[config.mk]
export PLATFORM = sky130hd
export DESIGN_NAME = spi_register_slave_port
export DESIGN_NICKNAME = d
export VERILOG_FILES = /design/src/rtl/spi_slave_pkg.sv /design/src/rtl/pin_sync.sv /design/src/rtl/spi_register_slave_port.sv
export SDC_FILE = /design/constraint.sdc
export NUM_CORES = 1
export LEC_CHECK = 0
export ABC_AREA = 1
export BUFFER_PORTS_ARGS = -buffer_cell sky130_fd_sc_hd__buf_2
export CORE_MARGIN = 5
export CORE_UTILIZATION = 40
export CTS_CLUSTER_SIZE = 16
export DETAILED_ROUTE_END_ITERATION = 16
export SETUP_SLACK_MARGIN = 0.05
export SLEW_MARGIN = 20
export SYNTH_ARGS = -nofsm -noshare
export SYNTH_HDL_FRONTEND = slang
export SYNTH_SLANG_ARGS = --single-unit
[constraint.sdc]
create_clock -name clk -period 2.6 [get_ports clk]
set_input_delay 0.26 -clock clk [delete_from_list [all_inputs] [get_ports clk]]
set_output_delay 0.26 -clock clk [all_outputs]
set_load 0.02 [all_outputs]
[src/rtl/spi_slave_pkg.sv]
// Constants for the serial register-access slave port.
// Assumes a 50 MHz core clock and an 8-bit register set.
package spi_slave_pkg;

    // -------------------------------------------------------------------
    // Frame layout
    // -------------------------------------------------------------------
    localparam int unsigned FRAME_BITS = 16;   // Command byte then data
    localparam logic [4:0]  CMD_LAST   = 5'h07; // Count before 8th bit
    localparam logic [4:0]  DATA_LAST  = 5'h0F; // Count before 16th bit
    localparam int unsigned RW_POS     = 7;    // Bit 7 of command: 1=read

    // -------------------------------------------------------------------
    // Register offsets (7-bit address)
    // -------------------------------------------------------------------
    localparam logic [6:0] ADDR_IDENT_UPPER = 7'h00;
    localparam logic [6:0] ADDR_IDENT_LOWER = 7'h01;
    localparam logic [6:0] ADDR_REVISION    = 7'h02;
    localparam logic [6:0] ADDR_WRITE_GUARD = 7'h03;
    localparam logic [6:0] ADDR_CONFIG_A    = 7'h04;
    localparam logic [6:0] ADDR_CONFIG_B    = 7'h05;

    // -------------------------------------------------------------------
    // Values
    // -------------------------------------------------------------------
    localparam logic [15:0] IDENT_CODE    = 16'h5A3C; // Arbitrary value
    localparam logic [7:0]  REVISION_CODE = 8'h01;    // Arbitrary value
    localparam logic [7:0]  GUARD_OPEN    = 8'h00;    // Writes allowed
    localparam logic [7:0]  GUARD_RESET   = 8'h00;
    localparam logic [7:0]  CONFIG_RESET  = 8'h00;
    localparam logic [7:0]  READ_UNMAPPED = 8'h00;

    // -------------------------------------------------------------------
    // Pin vector positions after synchronising
    // -------------------------------------------------------------------
    localparam int unsigned PIN_COUNT = 5;
    localparam int unsigned PIN_CSN   = 0;
    localparam int unsigned PIN_SCLK  = 1;
    localparam int unsigned PIN_SDI   = 2;
    localparam int unsigned PIN_CPHA  = 3;
    localparam int unsigned PIN_CPOL  = 4;

    typedef enum logic [3:0]
    {
        ST_IDLE = 4'h1,
        ST_CMD  = 4'h2,
        ST_DATA = 4'h4,
        ST_DONE = 4'h8
    } port_state_t;

endpackage : spi_slave_pkg

[src/rtl/pin_sync.sv]
// Two-flop synchroniser for a group of asynchronous pins.
// Assumes each bit is an independent level.
`timescale 1ns/1ps

module pin_sync
#(
    parameter int unsigned WIDTH = 1
)
(
    input  wire logic             clk,
    input  wire logic             sys_rst,
    input  wire logic [WIDTH-1:0] pinAsync,
    output logic      [WIDTH-1:0] pinSync
);

    logic [WIDTH-1:0] stage1_q;

    // First stage feeds only the second stage
    always_ff @(posedge clk or posedge sys_rst)
    begin
        if (sys_rst)
        begin
            stage1_q <= '0;
            pinSync  <= '0;
        end
        else
        begin
            stage1_q <= pinAsync;
            pinSync  <= stage1_q;
        end
    end

endmodule : pin_sync

[src/rtl/spi_register_slave_port.sv]
// Serial register-access slave port with identification, revision,
// write guard and two configuration registers.
// Assumes an external master drives chip select, serial clock and data.
`timescale 1ns/1ps

// Functional notes
// - Access only while chip select low; clock and data ignored when high.
// - Master-to-device data arrives on serial input, sampled by device.
// - Device returns data to the master on serial output.
// - Serial output driver can be released to high impedance.
// - Clock phase 0 latches on leading edge, 1 on trailing edge.
// - Clock polarity 0 idles low, 1 idles high.
// - Sixteen-bit identification split over two read-only registers.
// - A register returns the silicon revision value.
// - Write guard register blocks writes to the two configuration registers.
// - Reset returns port and registers to defaults while asserted.
module spi_register_slave_port
(
    input  wire logic clk,
    input  wire logic sys_rst,
    input  wire logic csN,
    input  wire logic sclk,
    input  wire logic sdi,
    input  wire logic cpha,
    input  wire logic cpol,
    output logic      sdoOut,
    output logic      sdoOe,
    output logic [7:0] configA,
    output logic [7:0] configB,
    output logic [7:0] writeGuard,
    output logic      writeRefused
);
    import spi_slave_pkg::*;

    // -------------------------------------------------------------------
    // State
    // -------------------------------------------------------------------
    typedef struct packed {
        port_state_t state;
        logic        sclkPrev;
        logic [4:0]  bitCnt;
        logic [14:0] shiftIn;
        logic        isRead;
        logic [7:0]  txReg;
        logic        sdo;
        logic        sdoOe;
        logic [7:0]  guard;
        logic [7:0]  cfgA;
        logic [7:0]  cfgB;
        logic        refused;
    } port_regs_t;

    localparam port_regs_t REGS_RESET = '{
        state:    ST_IDLE,
        sclkPrev: 1'b0,
        bitCnt:   5'h00,
        shiftIn:  15'h0000,
        isRead:   1'b0,
        txReg:    8'h00,
        sdo:      1'b0,
        sdoOe:    1'b0,
        guard:    GUARD_RESET,
        cfgA:     CONFIG_RESET,
        cfgB:     CONFIG_RESET,
        refused:  1'b0
    };

    port_regs_t regs_q;
    port_regs_t regs_d;

    logic [PIN_COUNT-1:0] pinsRaw;
    logic [PIN_COUNT-1:0] pinsSync;

    // -------------------------------------------------------------------
    // Pin synchronisers
    // -------------------------------------------------------------------
    assign pinsRaw = {cpol, cpha, sdi, sclk, csN};

    pin_sync
    #(
        .WIDTH    (PIN_COUNT)
    )
    u_pin_sync
    (
        .clk      (clk),
        .sys_rst  (sys_rst),
        .pinAsync (pinsRaw),
        .pinSync  (pinsSync)
    );

    // -------------------------------------------------------------------
    // Read multiplexer
    // -------------------------------------------------------------------
    function automatic logic [7:0] read_reg
    (
        input logic [6:0] addr,
        input logic [7:0] guard,
        input logic [7:0] cfgA,
        input logic [7:0] cfgB
    );
        logic [7:0] val;
        case (addr)
            ADDR_IDENT_UPPER: val = IDENT_CODE[15:8];
            ADDR_IDENT_LOWER: val = IDENT_CODE[7:0];
            ADDR_REVISION:    val = REVISION_CODE;
            ADDR_WRITE_GUARD: val = guard;
            ADDR_CONFIG_A:    val = cfgA;
            ADDR_CONFIG_B:    val = cfgB;
            default:          val = READ_UNMAPPED;
        endcase
        return val;
    endfunction : read_reg

    // -------------------------------------------------------------------
    // Next-state logic
    // -------------------------------------------------------------------
    logic       sclkNow;
    logic       sdiNow;
    logic       riseEdge;
    logic       fallEdge;
    logic       leadEdge;
    logic       trailEdge;
    logic       sampleEdge;
    logic       shiftEdge;
    logic [7:0] cmdByte;
    logic [7:0] dataByte;

    // Edge finding on the sampled serial clock
    always_comb
    begin
        sclkNow   = pinsSync[PIN_SCLK];
        sdiNow    = pinsSync[PIN_SDI];
        riseEdge  = sclkNow & ~regs_q.sclkPrev;
        fallEdge  = ~sclkNow & regs_q.sclkPrev;
        leadEdge  = pinsSync[PIN_CPOL] ? fallEdge : riseEdge;
        trailEdge = pinsSync[PIN_CPOL] ? riseEdge : fallEdge;
        sampleEdge = pinsSync[PIN_CPHA] ? trailEdge : leadEdge;
        shiftEdge  = pinsSync[PIN_CPHA] ? leadEdge : trailEdge;
        cmdByte   = {regs_q.shiftIn[6:0], sdiNow};
        dataByte  = {regs_q.shiftIn[6:0], sdiNow};
    end

    // Frame sequencing, register access and output drive
    always_comb
    begin
        regs_d          = regs_q;
        regs_d.sclkPrev = sclkNow;
        regs_d.refused  = 1'b0;
        if (pinsSync[PIN_CSN])
        begin
            // Deselected: abandon frame, release output
            regs_d.state  = ST_IDLE;
            regs_d.bitCnt = 5'h00;
            regs_d.sdoOe  = 1'b0;
            regs_d.sdo    = 1'b0;
        end
        else
        begin
            case (regs_q.state)
                ST_IDLE:
                begin
                    regs_d.state  = ST_CMD;
                    regs_d.bitCnt = 5'h00;
                    regs_d.isRead = 1'b0;
                end
                ST_CMD:
                begin
                    if (sampleEdge)
                    begin
                        regs_d.shiftIn = {regs_q.shiftIn[13:0], sdiNow};
                        regs_d.bitCnt  = regs_q.bitCnt + 5'h01;
                        if (regs_q.bitCnt == CMD_LAST)
                        begin
                            regs_d.state  = ST_DATA;
                            regs_d.isRead = cmdByte[RW_POS];
                            regs_d.txReg  = read_reg(cmdByte[6:0],
                                regs_q.guard, regs_q.cfgA, regs_q.cfgB);
                        end
                    end
                end
                ST_DATA:
                begin
                    if (shiftEdge && regs_q.isRead)
                    begin
                        // Present next read bit, MSB first
                        regs_d.sdoOe = 1'b1;
                        regs_d.sdo   = regs_q.txReg[7];
                        regs_d.txReg = {regs_q.txReg[6:0], 1'b0};
                    end
                    if (sampleEdge)
                    begin
                        regs_d.shiftIn = {regs_q.shiftIn[13:0], sdiNow};
                        regs_d.bitCnt  = regs_q.bitCnt + 5'h01;
                        if (regs_q.bitCnt == DATA_LAST)
                        begin
                            regs_d.state = ST_DONE;
                            if (!regs_q.isRead)
                            begin
                                case (regs_q.shiftIn[13:7])
                                    ADDR_WRITE_GUARD:
                                        regs_d.guard = dataByte;
                                    ADDR_CONFIG_A:
                                    begin
                                        if (regs_q.guard == GUARD_OPEN)
                                            regs_d.cfgA = dataByte;
                                        else
                                            regs_d.refused = 1'b1;
                                    end
                                    ADDR_CONFIG_B:
                                    begin
                                        if (regs_q.guard == GUARD_OPEN)
                                            regs_d.cfgB = dataByte;
                                        else
                                            regs_d.refused = 1'b1;
                                    end
                                    // Identity and revision ignore writes
                                    default:
                                        regs_d.refused = 1'b0;
                                endcase
                            end
                        end
                    end
                end
                ST_DONE:
                begin
                    // Extra clocks ignored until deselect
                    regs_d.state = ST_DONE;
                end
                default:
                begin
                    regs_d.state = ST_IDLE;
                end
            endcase
        end
    end

    // -------------------------------------------------------------------
    // State register
    // -------------------------------------------------------------------
    always_ff @(posedge clk or posedge sys_rst)
    begin
        if (sys_rst)
            regs_q <= REGS_RESET;
        else
            regs_q <= regs_d;
    end

    // Outputs straight from flops
    assign sdoOut       = regs_q.sdo;
    assign sdoOe        = regs_q.sdoOe;
    assign configA      = regs_q.cfgA;
    assign configB      = regs_q.cfgB;
    assign writeGuard   = regs_q.guard;
    assign writeRefused = regs_q.refused;

endmodule : spi_register_slave_port

==> impl_metrics.csv <==
group,metric,value,unit
grt,grtUsageMet2,18.6,%
sta,rsz0062_at_grt,"false",
grt,track_usage,13.9,%
setup_path,max_stage_delay,0.40,ns
sta,relSlewSlack,49.0,%
placement,dpl_cell_area,3590,sq um
detailed_routing,routed_wl,7.14,mm
grt,grt_antenna_before_repair,0,
sta,finalSetupViolCount,0,
pwr,powerDensity,672,nW/um^2
sta,tightest_slew,0.764,ns
setup_path,critPathKind,"flop to flop",
pwr,peakVddDrop,0.000218,V
pwr,power_switching,0.813,mW
detailed_routing,ant_nets,0,
clocking,post_cts_resized,0,
grt,grt_pass1_wl,12.3,mm
finish,final_area,3740,sq um
finish,area_delta_synth_final,6.78,%
grt,use_met3,3.54,%
detailed_routing,drc,0,
grt,grt_max_degree,38,
clocking,cts.sinks,70,
grt,grt_pass1_vias,2422,
pwr,seq_power_share,49.9,%
placement,gp_congestion,0.761,
clocking,postCtsHoldBufs,0,
clocking,cts_max_path_buffers,2,
clocking,cts_tree,"done",
detailed_routing,first_pass_iters,4,
floorplan,die_area,10700,sq um
clocking,cts_setup_buffers,0,
placement,io_buffers,33,
grt,use_met1,21.2,%
synthesis,yosysSeqAreaShare,50.0,%
grt,globalRoute.busiestLayer,"met1",
sta,whs,0.0205,ns
sta,fin_skew,0.00876,ns
synthesis,ys_ff_latch,70,
pwr,p_int,1.70,mW
clocking,h-tree-depth,3,
pwr,p_leak,1.87,nW
sta,hold_viol_final,0,
placement,place_inst,512,
placement,dp_hpwl,5.19,mm
pwr,clockPowerShare,29.3,%
sta,period_needed,1.78,ns
synthesis,ys_types,33,
detailed_routing,wl_per_cell,13.6,microns
floorplan,start_util,40.6,%
finish,antennaDiodeCount,0,
sta,fin_ws,0.818,ns
placement,dp_worst_setup_slack,0.844,ns
clocking,clk_latency,0.34,ns
synthesis,syn_area,3510,sq um
sta,fin_tns_setup,0,ns
run,drv_cap,0,
synthesis,synth.top_cell.area_share,49.3,%
detailed_routing,vias,2588,
setup_path,path_cells,"nor3_1 > nand4_1 > nor3_2 > nand2_2 > nand2_1 > o21ai_2",
worst_hold_path,worstHoldPathType,"input pin to flop",
synthesis,avgSynthCellArea,8.72,sq um
setup_path,critical_path_arrival,2.00,ns
synthesis,ys_warn_count,0,
finish,multi_input_area,1390,sq um
floorplan,die_w,104,microns
finish,fillers,880,
clocking,cts_root_buf,"clkbuf_8",
floorplan,fp.coreArea,8640,sq um
setup_path,start_kind,"flop",
synthesis,syn_nets,411,
sta,fmax,561,MHz
floorplan,io_pins,34,
floorplan,die_height,104,microns
detailed_routing,routed_via_density,4.92,
outcome,outcome,"finished clean",
synthesis,synth_area_leader_cell,"dfrtp_1",
sta,period_share,68.5,%
sta,final_max_slew_viol_count,0,
finish,ff_latch_area,1750,sq um
finish,final_core_util,43.3,%
finish,final_cells,526,
pwr,power.total,2.52,mW
setup_path,required,2.82,ns
detailed_routing,drtIter0Drc,144,
finish,layout-drive-gt1-share,23.9,%
setup_path,crit_path_end_kind,"flop",
pwr,swShare,32.3,%
synthesis,ys_top_cells_by_area,"dfrtp_1 (49%), nand2_1 (13%), nand3_1 (6.1%)",
floorplan,rows,34,
setup_path,cp_max_fo,16,
pwr,combinationalPowerShare,20.8,%
clocking,cts.reportedPaths.clkPinSlew,0.07,ns
synthesis,syn_inst,402,
grt,globalRouteOverflowTotal,0,
clocking,numCtsBuffers,9,
setup_path,slowest_stage,"dfrtp_1",
finish,nets,424,
==> layout by cell type, fill, tap and decap left out <==
cell      synthesis  routed
o21ai_2          16      16
clkbuf_8          0      10
clkbuf_1          0       2
nor3_1            4       4
nand2_1         118     118
o21a_1            1       1
clkinv_2          0       2
nand3_1          43      43
or2_2             1       1
clkinv_4          1       1
buf_12            0       1
o22ai_1           1       1
ha_1              2       2
inv_6             1       1
a22o_1            1       1
xor2_1            1       1
dfrtp_1          69      69
dfstp_2           1       1
nor2_2            5       5
nor2_4            3       3
buf_2             4      33
nor3b_2           1       1
inv_1            22      21
inv_2             8       9
nand3_4           1       1
and2_1            1       1
nand2_2           9       9
nor2_1           11      11
nor2_8            2       2
o21ai_1          24      24
nand4_1           6       6
nor3_2            2       2
o21ai_0          11      11
a21oi_1           2       2
nand2_4           2       2
==> logic make-up (layout without fill, tap and decap cells) <==
logic type	count (synthesis)	count (layout)	share of synthesized area (%)
simple gates	209	209	28.6
buf+inv	64	80	10.5
compound gates	56	56	9.92
xor+xnor	1	1	0.250
flops	70	70	50.0
fa+ha+maj	2	2	0.714
==> final cells by class <==
type                       instances  area share [%]
clock buffer                      12            3.88
clock inverter                     2           0.267
inverter                          32            3.48
multi-input combinational        268            37.0
sequential                        70            46.8
tap                              108            3.61
timing repair buffer              34            4.95
==> flip-flops by register name, summed over array words and instances (netlist names) <==
name                 cells
cmdByte                  7
configA                  8
configB                  8
regs_q                  26
sdoOe                    1
sdoOut                   1
u_pin_sync.pinSync       5
u_pin_sync.stage1_q      5
writeGuard               8
writeRefused             1
==> worst paths after layout <==
check                                             from                      to  slack, ns  cells past startpoint
worst max register to register              regs_q[47]              configB[6]       0.82                      6
min in group asynchronous                      sys_rst              regs_q[49]       0.06                      2
worst min register to register  u_pin_sync.stage1_q[0]   u_pin_sync.pinSync[0]       0.35                      0
worst min-delay path                               csN  u_pin_sync.stage1_q[0]       0.02                      1
max in group asynchronous                      sys_rst              regs_q[57]       1.83                      3
worst max-delay path                        regs_q[47]              configB[6]       0.82                      6
==> layer usage <==
metal,up-vias,wire [microns]
met4,0,104
met5,-,0
li1,1315,-
met2,39,3020
met3,9,273
met1,1225,3740
==> Yosys cell counts <==
master and n:
nand3_4 1, xor2_1 1, inv_2 8, nor2_4 3, o21ai_0 11, nor3b_2 1
dfrtp_1 69, buf_6 2, nor2_8 2, inv_6 1, nor3_1 4, nor3_2 2
nand2_4 2, o21ai_1 24, a22o_1 1, ha_1 2, o22ai_1 1, o21ai_2 16
nand4_1 6, nand2_1 118, nand3_1 43, a21oi_1 2, inv_1 22, or2_2 1
nor2_1 11, clkinv_4 1, buf_2 4, nand2_2 9, nor2_2 5, o21a_1 1
buf_4 26, dfstp_2 1, and2_1 1
==> power by group through the flow <==
| stage | clock, mW | combinational [mW] | sequential, mW |
|---|---|---|---|
| floorplan | 0 | 0.413 | 1.26 |
| global placement | 0 | 0.511 | 1.27 |
| detailed placement | 0 | 0.517 | 1.28 |
| CTS | 0.763 | 0.520 | 1.25 |
| global route | 0.808 | 0.599 | 1.27 |
| finish | 0.737 | 0.523 | 1.26 |
==> worst max-delay path, delay by kind of cell (launching register included) <==
family,cells,cell delay [ns]
flops,1,0.40
compound gates,1,0.06
simple gates,5,1.20
(Power assumes the default switching activity.)
